--- src/include/nir_pkg.sv ---
package nir_pkg;
  // register byte offsets
  localparam logic [11:0] NIR_OFF_MODE   = 12'h000;
  localparam logic [11:0] NIR_OFF_LIP    = 12'h004;
  localparam logic [11:0] NIR_OFF_MASK   = 12'h008;
  localparam logic [11:0] NIR_OFF_PORT   = 12'h00C;
  localparam logic [11:0] NIR_OFF_STAT   = 12'h010;
  localparam logic [11:0] NIR_OFF_TBL    = 12'h100;
  localparam int          NIR_TBL_STRIDE = 8;
  localparam int          NIR_TBL_IP_OFS = 4;
  // mode word fields and table entry valid bit
  localparam int NIR_MODE_HOSTNUM = 0;
  localparam int NIR_MODE_CONV    = 2;
  localparam int NIR_MODE_DEFPORT = 4;
  localparam int NIR_TBL_VLD      = 31;
  // status word fields
  localparam int NIR_ST_RES_ERR   = 0;
  localparam int NIR_ST_PORT_DROP = 1;
  localparam int NIR_ST_LEN_DROP  = 2;
  localparam int NIR_ST_GW_DROP   = 3;
  localparam int NIR_ST_BC_DROP   = 4;
  localparam int NIR_ST_NODE_ERR  = 5;
  localparam int NIR_ST_NFLAGS    = 6;
  localparam int NIR_ST_PORT_LSB  = 16;
  // reset values
  localparam logic [4:0]  NIR_MODE_RST = 5'h00;
  localparam logic [31:0] NIR_IP_RST   = 32'h0000_0000;
  localparam logic [15:0] NIR_PORT_RST = 16'h0000;
  // protocol figures
  localparam logic [15:0] NIR_DEF_PORT    = 16'h2580;
  localparam logic [15:0] NIR_MAX_MSG     = 16'h07D2;
  localparam logic [15:0] NIR_GW_WIDE_MAX = 16'h0800;
  localparam logic [15:0] NIR_GW_NARR_MAX = 16'h0228;
  localparam logic [7:0]  NIR_NODE_MIN    = 8'h01;
  localparam logic [7:0]  NIR_NODE_MAX    = 8'h7E;
  localparam logic [1:0]  NIR_RESP_OKAY   = 2'b00;
  localparam logic [1:0]  NIR_RESP_SLVERR = 2'b10;

  typedef enum logic [1:0] {
    NIR_CONV_AUTO     = 2'b00,
    NIR_CONV_AUTO_ALT = 2'b01,
    NIR_CONV_TABLE    = 2'b10,
    NIR_CONV_COMBINED = 2'b11
  } nir_conv_e;

  typedef enum logic [1:0] {
    NIR_NET_ETH    = 2'b00,
    NIR_NET_WIDE   = 2'b01,
    NIR_NET_NARR_A = 2'b10,
    NIR_NET_NARR_B = 2'b11
  } nir_net_e;
endpackage

--- src/design/nir_top.sv ---
// Functional notes
// [RULE1]: auto address is (ip AND mask) plus node
// [RULE2]: node numbers must be 1 to 126
// [RULE3]: table mode sends to matching entry's address
// [RULE4]: combined mode: table first, auto on miss
// [RULE5]: method comes from software mode setting
// [RULE6]: mode bits 3:2 select method; 1x uses table
// [RULE7]: forward message bytes only, headers dropped
// [RULE8]: responses resolve node to address before sending
// [RULE9]: port 9600 by default, configurable
// [RULE10]: datagrams to configured port are messages
// [RULE11]: send with configured port as source and destination
// [RULE12]: drop messages from other source ports
// [RULE13]: configured port zero means 9600
// [RULE14]: messages over 2002 bytes are refused
// [RULE15]: gateway limits 2 Kbytes or 552 bytes
// [RULE16]: gateway passes command traffic, never socket traffic
// [RULE17]: routed segments share one network address
// [RULE18]: routed reach needs router tables per unit
// [RULE19]: no broadcast across an IP router
// [RULE20]: table-only miss drops and flags error
//
// Chosen here: the AXI4-Lite slave port and the register offsets.
`timescale 1ns/10ps
`default_nettype none
module nir_top
  import nir_pkg::*;
#(
  parameter int TBL_DEPTH = 8
) (
  // clock and reset
  input  wire logic        aclk,
  input  wire logic        aresetn,
  // axi4-lite write
  input  wire logic [11:0] s_axi_awaddr,
  input  wire logic        s_axi_awvalid,
  output logic             s_axi_awready,
  input  wire logic [31:0] s_axi_wdata,
  input  wire logic [3:0]  s_axi_wstrb,
  input  wire logic        s_axi_wvalid,
  output logic             s_axi_wready,
  output logic [1:0]       s_axi_bresp,
  output logic             s_axi_bvalid,
  input  wire logic        s_axi_bready,
  // axi4-lite read
  input  wire logic [11:0] s_axi_araddr,
  input  wire logic        s_axi_arvalid,
  output logic             s_axi_arready,
  output logic [31:0]      s_axi_rdata,
  output logic [1:0]       s_axi_rresp,
  output logic             s_axi_rvalid,
  input  wire logic        s_axi_rready,
  // received datagram payload, udp fields valid on the first beat
  input  wire logic        rx_valid,
  output logic             rx_ready,
  input  wire logic [7:0]  rx_data,
  input  wire logic        rx_first,
  input  wire logic        rx_last,
  input  wire logic [15:0] rx_src_port,
  input  wire logic [15:0] rx_dst_port,
  input  wire logic [15:0] rx_len,
  // stripped protocol message out
  output logic             msg_valid,
  input  wire logic        msg_ready,
  output logic [7:0]       msg_data,
  output logic             msg_last,
  // outgoing resolve request
  input  wire logic        req_valid,
  output logic             req_ready,
  input  wire logic [7:0]  req_node,
  input  wire logic [15:0] req_len,
  input  wire logic        req_gateway,
  input  wire logic [1:0]  req_net,
  input  wire logic        req_socket,
  input  wire logic        req_bcast,
  input  wire logic        req_routed,
  // resolve answer
  output logic             rsp_valid,
  output logic             rsp_drop,
  output logic [31:0]      rsp_ip,
  output logic [15:0]      rsp_src_port,
  output logic [15:0]      rsp_dst_port
);
  localparam int IDX_W = $clog2(TBL_DEPTH);

  logic [4:0]  mode_q;
  logic [31:0] lip_q;
  logic [31:0] mask_q;
  logic [15:0] port_q;
  logic [NIR_ST_NFLAGS-1:0] stat_q;
  logic [6:0]  tbl_node_q [TBL_DEPTH];
  logic        tbl_vld_q  [TBL_DEPTH];
  logic [31:0] tbl_ip_q   [TBL_DEPTH];

  logic [11:0] awaddr_q;
  logic        aw_hold_q;
  logic [31:0] wdata_q;
  logic [3:0]  wstrb_q;
  logic        w_hold_q;
  logic        bvalid_q;
  logic [1:0]  bresp_q;
  logic        rvalid_q;
  logic [31:0] rdata_q;
  logic [1:0]  rresp_q;

  function automatic logic [31:0] merge(input logic [31:0] o, input logic [31:0] n,
                                        input logic [3:0] s);
    logic [31:0] r;
    r = o;
    for (int b = 0; b < 4; b++) begin
      if (s[b]) begin
        r[b*8 +: 8] = n[b*8 +: 8];
      end
    end
    return r;
  endfunction

  // ---------------- bus slave ----------------
  logic do_wr;
  logic [31:0] wr_val_mode;
  assign s_axi_awready = !aw_hold_q && !bvalid_q;
  assign s_axi_wready  = !w_hold_q && !bvalid_q;
  assign s_axi_bvalid  = bvalid_q;
  assign s_axi_bresp   = bresp_q;
  assign s_axi_arready = !rvalid_q;
  assign s_axi_rvalid  = rvalid_q;
  assign s_axi_rdata   = rdata_q;
  assign s_axi_rresp   = rresp_q;
  assign do_wr         = aw_hold_q && w_hold_q && !bvalid_q;
  assign wr_val_mode   = merge({27'h0, mode_q}, wdata_q, wstrb_q);

  always_ff @(posedge aclk) begin
    if (!aresetn) begin
      aw_hold_q <= 1'b0;
      awaddr_q  <= 12'h000;
    end else if (s_axi_awvalid && s_axi_awready) begin
      aw_hold_q <= 1'b1;
      awaddr_q  <= s_axi_awaddr;
    end else if (do_wr) begin
      aw_hold_q <= 1'b0;
    end
  end

  always_ff @(posedge aclk) begin
    if (!aresetn) begin
      w_hold_q <= 1'b0;
      wdata_q  <= 32'h0000_0000;
      wstrb_q  <= 4'h0;
    end else if (s_axi_wvalid && s_axi_wready) begin
      w_hold_q <= 1'b1;
      wdata_q  <= s_axi_wdata;
      wstrb_q  <= s_axi_wstrb;
    end else if (do_wr) begin
      w_hold_q <= 1'b0;
    end
  end

  logic wr_tbl;
  logic [IDX_W-1:0] wr_idx;
  assign wr_tbl = (awaddr_q >= NIR_OFF_TBL) &&
                  (awaddr_q < NIR_OFF_TBL + 12'(TBL_DEPTH * NIR_TBL_STRIDE));
  assign wr_idx = IDX_W'((awaddr_q - NIR_OFF_TBL) >> 3);

  always_ff @(posedge aclk) begin
    if (!aresetn) begin
      bvalid_q <= 1'b0;
      bresp_q  <= NIR_RESP_OKAY;
    end else if (do_wr) begin
      bvalid_q <= 1'b1;
      bresp_q  <= (wr_tbl || awaddr_q inside {NIR_OFF_MODE, NIR_OFF_LIP, NIR_OFF_MASK,
                   NIR_OFF_PORT, NIR_OFF_STAT}) ? NIR_RESP_OKAY : NIR_RESP_SLVERR;
    end else if (s_axi_bready) begin
      bvalid_q <= 1'b0;
    end
  end

  // configuration: method and port are software choices [RULE5]
  always_ff @(posedge aclk) begin
    if (!aresetn) begin
      mode_q <= NIR_MODE_RST;
      lip_q  <= NIR_IP_RST;
      mask_q <= NIR_IP_RST;
      port_q <= NIR_PORT_RST;
    end else if (do_wr) begin
      unique case (awaddr_q)
        NIR_OFF_MODE: mode_q <= wr_val_mode[4:0];
        NIR_OFF_LIP:  lip_q  <= merge(lip_q, wdata_q, wstrb_q);
        NIR_OFF_MASK: mask_q <= merge(mask_q, wdata_q, wstrb_q);
        NIR_OFF_PORT: port_q <= 16'(merge({16'h0, port_q}, wdata_q, wstrb_q)); // [RULE9]
        default: ;
      endcase
    end
  end

  generate
    for (genvar i = 0; i < TBL_DEPTH; i++) begin : g_tbl
      always_ff @(posedge aclk) begin
        if (!aresetn) begin
          tbl_vld_q[i]  <= 1'b0;
          tbl_node_q[i] <= 7'h00;
          tbl_ip_q[i]   <= NIR_IP_RST;
        end else if (do_wr && wr_tbl && wr_idx == IDX_W'(i)) begin
          if (awaddr_q[2]) begin
            tbl_ip_q[i] <= merge(tbl_ip_q[i], wdata_q, wstrb_q);
          end else begin
            if (wstrb_q[0]) tbl_node_q[i] <= wdata_q[6:0];
            if (wstrb_q[3]) tbl_vld_q[i]  <= wdata_q[NIR_TBL_VLD];
          end
        end
      end
    end
  endgenerate

  // effective port: zero or the default bit selects 9600
  logic [15:0] eff_port;
  assign eff_port = (mode_q[NIR_MODE_DEFPORT] || port_q == 16'h0000) ?
                    NIR_DEF_PORT : port_q; // [RULE9] [RULE13]

  logic [31:0] rd_mux;
  logic [11:0] rd_ofs;
  logic        rd_ok;
  always_comb begin
    rd_ofs = s_axi_araddr - NIR_OFF_TBL;
    rd_ok  = 1'b1;
    rd_mux = 32'h0000_0000;
    if (s_axi_araddr == NIR_OFF_MODE) begin
      rd_mux = {27'h0, mode_q};
    end else if (s_axi_araddr == NIR_OFF_LIP) begin
      rd_mux = lip_q;
    end else if (s_axi_araddr == NIR_OFF_MASK) begin
      rd_mux = mask_q;
    end else if (s_axi_araddr == NIR_OFF_PORT) begin
      rd_mux = {16'h0, port_q};
    end else if (s_axi_araddr == NIR_OFF_STAT) begin
      rd_mux = {eff_port, 10'h0, stat_q};
    end else if (s_axi_araddr >= NIR_OFF_TBL &&
                 rd_ofs < 12'(TBL_DEPTH * NIR_TBL_STRIDE) && s_axi_araddr[1:0] == 2'b00) begin
      rd_mux = rd_ofs[2] ? tbl_ip_q[IDX_W'(rd_ofs >> 3)] :
               {tbl_vld_q[IDX_W'(rd_ofs >> 3)], 24'h0, tbl_node_q[IDX_W'(rd_ofs >> 3)]};
    end else begin
      rd_ok = 1'b0;
    end
  end

  always_ff @(posedge aclk) begin
    if (!aresetn) begin
      rvalid_q <= 1'b0;
      rdata_q  <= 32'h0000_0000;
      rresp_q  <= NIR_RESP_OKAY;
    end else if (s_axi_arvalid && s_axi_arready) begin
      rvalid_q <= 1'b1;
      rdata_q  <= rd_mux;
      rresp_q  <= rd_ok ? NIR_RESP_OKAY : NIR_RESP_SLVERR;
    end else if (s_axi_rready) begin
      rvalid_q <= 1'b0;
    end
  end

  // ---------------- receive path ----------------
  logic msg_valid_q;
  logic [7:0] msg_data_q;
  logic msg_last_q;
  logic keep_q;
  logic rx_fire;
  logic port_ok;
  logic len_ok;
  logic beat_keep;
  assign rx_ready  = !msg_valid_q || msg_ready;
  assign rx_fire   = rx_valid && rx_ready;
  assign port_ok   = (rx_dst_port == eff_port) && (rx_src_port == eff_port); // [RULE10] [RULE12]
  assign len_ok    = rx_len <= NIR_MAX_MSG; // [RULE14]
  assign beat_keep = rx_first ? (port_ok && len_ok) : keep_q;
  assign msg_valid = msg_valid_q;
  assign msg_data  = msg_data_q;
  assign msg_last  = msg_last_q;

  always_ff @(posedge aclk) begin
    if (!aresetn) begin
      keep_q <= 1'b0;
    end else if (rx_fire && rx_first) begin
      keep_q <= port_ok && len_ok;
    end
  end

  // only payload bytes are loaded; headers never reach this stage [RULE7]
  always_ff @(posedge aclk) begin
    if (!aresetn) begin
      msg_valid_q <= 1'b0;
      msg_data_q  <= 8'h00;
      msg_last_q  <= 1'b0;
    end else if (rx_fire && beat_keep) begin
      msg_valid_q <= 1'b1;
      msg_data_q  <= rx_data;
      msg_last_q  <= rx_last;
    end else if (msg_ready) begin
      msg_valid_q <= 1'b0;
    end
  end

  // ---------------- resolve path ----------------
  nir_conv_e conv;
  logic [31:0] auto_ip;
  logic [TBL_DEPTH-1:0] hit;
  logic [31:0] tbl_ip;
  logic any_hit;
  logic node_bad;
  logic gw_bad;
  logic len_bad;
  logic bc_bad;
  logic miss_bad;
  logic req_fire;
  logic [15:0] gw_max;

  assign conv    = nir_conv_e'(mode_q[NIR_MODE_CONV +: 2]); // [RULE6]
  assign auto_ip = (lip_q & mask_q) + {24'h0, req_node}; // [RULE1]
  assign any_hit = |hit;
  assign req_ready = 1'b1;
  assign req_fire  = req_valid;

  generate
    for (genvar i = 0; i < TBL_DEPTH; i++) begin : g_hit
      assign hit[i] = tbl_vld_q[i] && ({1'b0, tbl_node_q[i]} == req_node); // [RULE3]
    end
  endgenerate

  // lowest matching entry wins when software loads duplicates
  always_comb begin
    tbl_ip = 32'h0000_0000;
    for (int i = TBL_DEPTH - 1; i >= 0; i--) begin
      if (hit[i]) tbl_ip = tbl_ip_q[i];
    end
  end

  assign gw_max   = (req_net == NIR_NET_WIDE) ? NIR_GW_WIDE_MAX : NIR_GW_NARR_MAX;
  assign node_bad = req_node < NIR_NODE_MIN || req_node > NIR_NODE_MAX; // [RULE2]
  assign gw_bad   = req_gateway && (req_socket || // [RULE16]
                    (req_net != NIR_NET_ETH && req_len > gw_max)); // [RULE15]
  assign len_bad  = req_len > NIR_MAX_MSG; // [RULE14]
  assign bc_bad   = req_bcast && req_routed; // [RULE19]
  assign miss_bad = conv == NIR_CONV_TABLE && !any_hit; // [RULE20]

  logic rsp_valid_q;
  logic rsp_drop_q;
  logic [31:0] rsp_ip_q;
  logic [15:0] rsp_port_q;
  always_ff @(posedge aclk) begin
    if (!aresetn) begin
      rsp_valid_q <= 1'b0;
      rsp_drop_q  <= 1'b0;
      rsp_ip_q    <= 32'h0000_0000;
      rsp_port_q  <= NIR_DEF_PORT;
    end else begin
      rsp_valid_q <= req_fire;
      if (req_fire) begin
        rsp_drop_q <= node_bad || gw_bad || len_bad || bc_bad || miss_bad;
        rsp_port_q <= eff_port; // [RULE11]
        unique case (conv)
          NIR_CONV_TABLE:    rsp_ip_q <= any_hit ? tbl_ip : 32'h0000_0000; // [RULE3]
          NIR_CONV_COMBINED: rsp_ip_q <= any_hit ? tbl_ip : auto_ip; // [RULE4]
          NIR_CONV_AUTO,
          NIR_CONV_AUTO_ALT: rsp_ip_q <= auto_ip; // [RULE1] [RULE8]
        endcase
      end
    end
  end
  assign rsp_valid    = rsp_valid_q;
  assign rsp_drop     = rsp_drop_q;
  assign rsp_ip       = rsp_ip_q;
  assign rsp_src_port = rsp_port_q;
  assign rsp_dst_port = rsp_port_q;

  // sticky status, write one to clear; a same-cycle event beats the clear
  logic [NIR_ST_NFLAGS-1:0] st_set;
  logic [NIR_ST_NFLAGS-1:0] st_clr;
  logic rx_drop;
  assign rx_drop = rx_fire && rx_first;
  always_comb begin
    st_set = '0;
    st_set[NIR_ST_RES_ERR]   = req_fire && miss_bad; // [RULE20]
    st_set[NIR_ST_PORT_DROP] = rx_drop && !port_ok; // [RULE12]
    st_set[NIR_ST_LEN_DROP]  = (rx_drop && !len_ok) || (req_fire && len_bad);
    st_set[NIR_ST_GW_DROP]   = req_fire && gw_bad;
    st_set[NIR_ST_BC_DROP]   = req_fire && bc_bad;
    st_set[NIR_ST_NODE_ERR]  = req_fire && node_bad;
    st_clr = (do_wr && awaddr_q == NIR_OFF_STAT && wstrb_q[0]) ?
             wdata_q[NIR_ST_NFLAGS-1:0] : '0;
  end
  always_ff @(posedge aclk) begin
    if (!aresetn) begin
      stat_q <= '0;
    end else begin
      stat_q <= (stat_q & ~st_clr) | st_set;
    end
  end
endmodule
`default_nettype wire

--- config.mk ---
export PLATFORM = sky130hd
export DESIGN_NAME = nir_top
export DESIGN_NICKNAME = d
export VERILOG_FILES = /design/src/include/nir_pkg.sv /design/src/design/nir_top.sv
export SDC_FILE = /design/constraint.sdc
export NUM_CORES = 1
export LEC_CHECK = 0
export ABC_AREA = 0
export CAP_MARGIN = 15
export CELL_PAD_IN_SITES_DETAIL_PLACEMENT = 1
export CELL_PAD_IN_SITES_GLOBAL_PLACEMENT = 1
export CORE_MARGIN = 2
export CORE_UTILIZATION = 55
export CTS_BUF_LIST = sky130_fd_sc_hd__clkbuf_8 sky130_fd_sc_hd__clkbuf_16
export DETAILED_ROUTE_END_ITERATION = 8
export DONT_BUFFER_PORTS = 1
export PLACE_DENSITY = 0.95
export SYNTH_ARGS = -nofsm -noshare
export SYNTH_HDL_FRONTEND = slang
export SYNTH_SLANG_ARGS = --single-unit
--- constraint.sdc ---
create_clock -name aclk -period 5.17 [get_ports aclk]
set_input_delay 1.034 -clock aclk [delete_from_list [all_inputs] [get_ports aclk]]
set_output_delay 1.034 -clock aclk [all_outputs]
set_load 0.02 [all_outputs]
==> results.py, run 1 <==
metrics = {
    "outcome": {
        "run_status": "complete, no violations",
    },
    "timing": {
        "slew_violations": 0,
        "whs_ps": 470,
        "tns_ps": 0,
        "period_minus_slack_ps": 4170,
        "finalSetupViolCount": 0,
        "relSlewSlack": 0.150,
        "rsz0062_at_grt": "no",
        "worstMarginPinSlew_ps": 1270,
        "hold_viol_final": 0,
        "max_clock_freq_ghz": 0.240,
        "clock_skew_ps": 29.8,
        "finalCritPeriodShare": 0.807,
    },
    "die": {
        "core_area_um2": 53900,
        "die_w_um": 238,
        "num_rows": 85,
        "die_area_um2": 56500,
        "fp.dieH_um": 238,
        "ioPinCount": 277,
        "initial_core_util": 0.557,
    },
    "finish": {
        "post-route-cell-area_um2": 32100,
        "drive_gt1_frac": 0.0903,
        "final_util": 0.595,
        "syn_to_final_growth_pct": 6.85,
        "fin_nets": 2970,
    },
    "setup_path": {
        "max_stage_delay_ps": 1060,
        "cp-end-kind": "flip-flop",
        "slowest_stage": "a21oi_1",
        "worstPathMaxFanout": 20,
        "worstPathRequired_ps": 5710,
        "cp_cell_sequence": "xor2_1 -> nor4_1 -> and2_1 -> nor4_2 -> a21oi_1 -> o21ai_0 -> a41oi_1",
        "start_kind": "flip-flop",
        "crit_arrival_ps": 4710,
        "path_class": "reg2reg",
    },
    "drt": {
        "viasPerCell": 7.39,
        "wirelength_mm": 122,
        "final_antenna_net_count": 0,
        "drt_iter0_markers": 3812,
        "routed-via-count": 26200,
        "drt-wirelength-per-cell_um": 34.4,
        "first_pass_iters": 7,
        "drc_errors": 0,
    },
    "clock_tree": {
        "postCtsHoldBufs": 0,
        "cts_setup_buffers": 0,
        "clockBufferDepth": 3,
        "root_buffer": "clkbuf_16",
        "clock_sinks": 558,
        "h-tree-depth": 2,
        "cts_buffers": 57,
        "cts_tree": "yes",
        "cts_resized": 0,
        "clk_pin_slew_ps": 60,
        "clkLatencyLatePin_ps": 640,
    },
    "pwr": {
        "p_clk_frac": 0.436,
        "p_seq_frac": 0.507,
        "p_leak_nw": 11.1,
        "power_switching_mw": 2.47,
        "irDropWorstVdd_mv": 0.403,
        "finalPower_mw": 10.0,
        "intPower_mw": 7.55,
        "p_comb_frac": 0.057,
        "p_sw_frac": 0.246,
        "p_per_area_nw_per_um2": 312,
    },
    "synthesis": {
        "synthArstFlopShare": 0,
        "synth_area_per_cell_um2": 10.2,
        "syn_area_um2": 30000,
        "seq_area_frac_synth": 0.478,
        "synth_cells": 2960,
        "ys_types": 88,
        "ys.warnings.count": 0,
        "ys_ff_latch": 558,
        "synth-edff-count": 319,
        "ys.flop_type": "edfxtp_1",
    },
    "global_routing": {
        "grt_pass1_wl_mm": 177,
        "grt_start_max_net_pins": 309,
        "grt.total_usage": 0.421,
        "antenna_found_initial": 11,
        "grt_pass1_vias": 27100,
        "overflow": 0,
    },
    "placement": {
        "io_buffers": 0,
        "placed_area_um2": 30100,
        "gp_congestion": 1.02,
        "dp_hpwl_mm": 81.0,
    },
    "worst_hold_path": {
        "hold_class": "reg2reg",
    },
    "job": {
        "max_cap_viol_count": 0,
    },
}
==> synthesized netlist by cell type (9+ instances only) <==
master      n  area share
edfxtp_1  319        0.32
and2_1    341       0.071
nor2b_1   121       0.025
mux2i_1   143       0.048
nand3_1    42      0.0070
clkbuf_1  172       0.021
buf_4      37      0.0092
o21a_1     14      0.0035
a21oi_1   108       0.018
a22o_1     12      0.0035
a21boi_0   58       0.014
and3_1     23      0.0048
inv_1      20      0.0025
nand2_1   341       0.043
a221oi_1   67       0.020
a31oi_1    34      0.0071
a211oi_1   12      0.0030
o211a_1    17      0.0057
buf_1      11      0.0014
buf_2      42      0.0070
o211ai_1   28      0.0070
dfxtp_1   239        0.16
xnor2_1    52       0.015
mux4_2     67       0.050
ha_1       10      0.0042
nor3_1     60       0.010
nor2_1    134       0.017
a22oi_1    17      0.0042
o21ai_0   143       0.024
nand4_1    28      0.0058
nand2b_1   11      0.0023
xor2_1     50       0.015
nor4_1     21      0.0044
o311ai_1    9      0.0026
nor2_2     11      0.0023
==> state kept, by name (all words and copies together), names as in the netlist, 6 cells and up <==
signal / flops
lip_q: 32
port_q: 16
stat_q: 6
tbl_vld_q: 8
msg_data: 8
rsp_dst_port: 16
rsp_ip: 32
tbl_ip_q: 256
s_axi_rdata: 32
mask_q: 32
tbl_node_q: 56
awaddr_q: 12
wdata_q: 32
==> routing by layer <==
metal,share of wire,GRT usage,vias up
li1,-,-,10400
met1,0.33,0.479,12800
met2,0.45,0.666,2256
met3,0.12,0.130,777
met4,0.096,0.320,12
met5,0.00094,0,-
==> cells in the final DEF, fill, tap and decap left out, types with 14 or more instances in the layout <==
master,instances
and2_1,341
nand2_1,341
edfxtp_1,319
dfxtp_1,239
mux2i_1,143
o21ai_0,143
nor2_1,123
nor2b_1,119
a21oi_1,108
mux4_2,67
a221oi_1,67
nor3_1,60
a21boi_0,58
clkbuf_16,58
xnor2_1,52
xor2_1,50
nand3_1,42
buf_4,41
a31oi_1,33
inv_1,32
nand4_1,28
o211ai_1,28
and3_1,23
nor2_2,22
nor4_1,20
a22oi_1,17
o211a_1,17
o21a_1,14
==> worst max-delay path, delay by kind of cell (launching register included) <==
family | cells | cell delay [ps]
AO/OA/AOI/OAI | 3 | 1910
XOR/XNOR | 1 | 190
flip-flops | 1 | 440
AND/OR/NAND/NOR | 3 | 1540
==> metrics by stage <==
stage               instances  worst slack, ps
CTS                      3540             1210
global route             3543              981
floorplan                2961             2020
global placement         3435             1110
finish                   3544              999
detailed placement       3435              904
==> power by group through the flow <==
stage / Clock [mW] / Sequential [mW] / Combinational (mW)
2_1_floorplan: 0 / 4.99 / 0.494
3_3_place_gp: 0 / 5.13 / 0.499
3_5_place_dp: 0 / 5.15 / 0.526
4_1_cts: 4.34 / 5.06 / 0.539
5_1_grt: 4.50 / 5.07 / 0.591
6_report: 4.37 / 5.08 / 0.569
==> kinds of logic after synthesis <==
kind of cell / after synthesis / share of synthesized area
fa+ha+maj: 11 / 0.00483
compound gates: 592 / 0.134
mux: 210 / 0.0979
xor+xnor: 102 / 0.0297
simple gates: 1199 / 0.213
buf+inv: 286 / 0.0423
flops: 558 / 0.478
other cells: 2 / 0.000250
==> cell type report <==
class	count	area (µm²)
fillers	5701	21800
multi-input cells	2117	14500
flip-flops and latches	558	14400
clock buffers	70	1620
well taps	696	871
repair buffers	44	378
clock inverters	35	322
inverters	23	86.3
diodes	1	2.50
==> final timing paths <==
path                         start           end  slack, ps  cells past startpoint
setup / recovery  tbl_node_q[3][6]    rsp_ip[30]       1000                      7
hold reg to reg       awaddr_q[10]  awaddr_q[10]        470                      2
setup reg to reg  tbl_node_q[3][6]    rsp_ip[30]       1000                      7
hold / removal        awaddr_q[10]  awaddr_q[10]        470                      2
Power figures use the tool's default switching activity.
==> run 2: changes to the inputs <==
--- a/config.mk
+++ b/config.mk
@@ -10,11 +10,11 @@
 export CELL_PAD_IN_SITES_DETAIL_PLACEMENT = 1
 export CELL_PAD_IN_SITES_GLOBAL_PLACEMENT = 1
 export CORE_MARGIN = 2
-export CORE_UTILIZATION = 55
+export CORE_UTILIZATION = 51
 export CTS_BUF_LIST = sky130_fd_sc_hd__clkbuf_8 sky130_fd_sc_hd__clkbuf_16
 export DETAILED_ROUTE_END_ITERATION = 8
 export DONT_BUFFER_PORTS = 1
-export PLACE_DENSITY = 0.95
+export PLACE_DENSITY = 0.9
 export SYNTH_ARGS = -nofsm -noshare
 export SYNTH_HDL_FRONTEND = slang
 export SYNTH_SLANG_ARGS = --single-unit
==> constraint.sdc (replaced) <==
create_clock -name aclk -period 4.12 [get_ports aclk]
set_input_delay 0.824 -clock aclk [delete_from_list [all_inputs] [get_ports aclk]]
set_output_delay 0.824 -clock aclk [all_outputs]
set_load 0.02 [all_outputs]
==> results.py, run 2 (synthesized netlist as in run 1, its figures left out) <==
metrics = {
    "setup_path": {
        "worstPathRequired_ps": 4390,
        "path_class": "reg2reg",
        "start_kind": "flip-flop",
        "worstPathMaxFanout": 17,
        "slowest_stage": "nor2_2",
        "crit_arrival_ps": 3820,
        "cpMostUsedCell": "nand2_1",
        "cp_cell_sequence": "or4_1 -> nor2_1 -> and3_1 -> and2b_1 -> nand2_1 -> nor2_2 -> nand2_1 -> nand2_1",
        "max_stage_delay_ps": 900,
        "cp-end-kind": "flip-flop",
    },
    "drt": {
        "routed-via-count": 25500,
        "viasPerCell": 7.01,
        "drt_iter0_markers": 2889,
        "drt-wirelength-per-cell_um": 31.8,
        "wirelength_mm": 116,
        "first_pass_iters": 6,
        "drc_errors": 0,
        "final_antenna_net_count": 0,
    },
    "pwr": {
        "intPower_mw": 9.64,
        "p_comb_frac": 0.055,
        "p_leak_nw": 11.2,
        "power_switching_mw": 3.09,
        "p_clk_frac": 0.446,
        "p_sw_frac": 0.243,
        "p_seq_frac": 0.499,
        "p_per_area_nw_per_um2": 393,
        "irDropWorstVdd_mv": 0.494,
    },
    "global_routing": {
        "grt_pass1_wl_mm": 168,
        "grt_pass1_vias": 26400,
        "grt.total_usage": 0.372,
        "grt_start_max_net_pins": 309,
        "antenna_found_initial": 5,
        "overflow": 0,
    },
    "timing": {
        "rsz0062_at_grt": "no",
        "tns_ps": 0,
        "worstMarginPinSlew_ps": 1230,
        "hold_viol_final": 0,
        "clock_skew_ps": 39.1,
        "period_minus_slack_ps": 3550,
        "finalSetupViolCount": 0,
        "whs_ps": 314,
        "slew_violations": 0,
        "max_clock_freq_ghz": 0.282,
        "finalCritPeriodShare": 0.862,
        "relSlewSlack": 0.176,
    },
    "finish": {
        "nFillCells": 6212,
        "drive_gt1_frac": 0.0985,
        "layout_common_cells": "341 x and2_1, 341 x nand2_1, 319 x edfxtp_1",
        "fin_nets": 2994,
        "largest_reg_flops": 256,
        "largest_register": "tbl_ip_q",
        "syn_to_final_growth_pct": 7.93,
        "final_util": 0.559,
        "post-route-cell-area_um2": 32400,
        "reg_top3": "tbl_ip_q: 256 flops, tbl_node_q: 56 flops",
    },
    "die": {
        "core_area_um2": 58000,
        "ioPinCount": 277,
        "die_area_um2": 60900,
        "num_rows": 88,
        "die_w_um": 247,
        "fp.dieH_um": 247,
        "initial_core_util": 0.518,
    },
    "worst_hold_path": {
        "hold_class": "in2reg",
    },
    "clock_tree": {
        "h-tree-depth": 2,
        "cts_resized": 0,
        "cts_tree": "yes",
        "clock_sinks": 558,
        "cts_buffers": 57,
        "clkLatencyLatePin_ps": 650,
        "clockBufferDepth": 3,
        "root_buffer": "clkbuf_16",
        "postCtsHoldBufs": 0,
        "cts_setup_buffers": 0,
        "clk_pin_slew_ps": 70,
    },
    "placement": {
        "placed_area_um2": 30400,
        "dp_hpwl_mm": 80.9,
        "gp_congestion": 1.02,
        "io_buffers": 0,
    },
    "outcome": {
        "run_status": "complete, no violations",
    },
    "job": {
        "max_cap_viol_count": 0,
    },
}
## run 2: path summary, 6_finish.rpt
check                               startpoint  cells past startpoint  slack (ps)               to
worst max-delay path               awaddr_q[6]                      8         570  tbl_ip_q[1][25]
worst min register to register     awaddr_q[1]                      2         480      awaddr_q[1]
worst max register to register     awaddr_q[6]                      8         570  tbl_ip_q[1][25]
worst min-delay path            s_axi_wdata[8]                      2         310       wdata_q[8]
## run 2: layout make-up
cell class | count | area, µm² | share of cell area
flip-flops and latches | 558 | 14400 | 0.443
well taps | 765 | 957 | 0.0295
clock buffers | 66 | 1580 | 0.0488
repair buffers | 68 | 531 | 0.0164
clock inverters | 41 | 442 | 0.0136
multi-input cells | 2117 | 14500 | 0.446
inverters | 23 | 86.3 | 0.00266
diodes | 2 | 5.00 | 0.000154
## run 2: metrics by stage
step                      setup slack, ps  total power, mW  instances
after floorplan                      1180             6.89       2961
after global placement                834             7.07       3530
after detailed placement              649             7.12       3530
after CTS                             710             12.7       3637
after global routing                  493             13.0       3638
final                                 570             12.7       3640
## run 2: per-layer routing
metal	routed length, µm	track usage
met2	54100	0.612
met5	12	0
met3	12400	0.0875
met1	39700	0.435
met4	9460	0.247
## run 2: critical path, delay by kind of cell (launching register included)
family           cells  cell delay (ps)
AND/OR/NAND/NOR      8             2860
flip-flops           1              320
## run 2: power by group through the flow
stage / sequential, mW / clock [mW] / combinational, mW
final: 6.35 / 5.67 / 0.704
after detailed placement: 6.45 / 0 / 0.670
after floorplan: 6.27 / 0 / 0.620
after global routing: 6.35 / 5.86 / 0.741
after CTS: 6.34 / 5.66 / 0.681
after global placement: 6.44 / 0 / 0.637
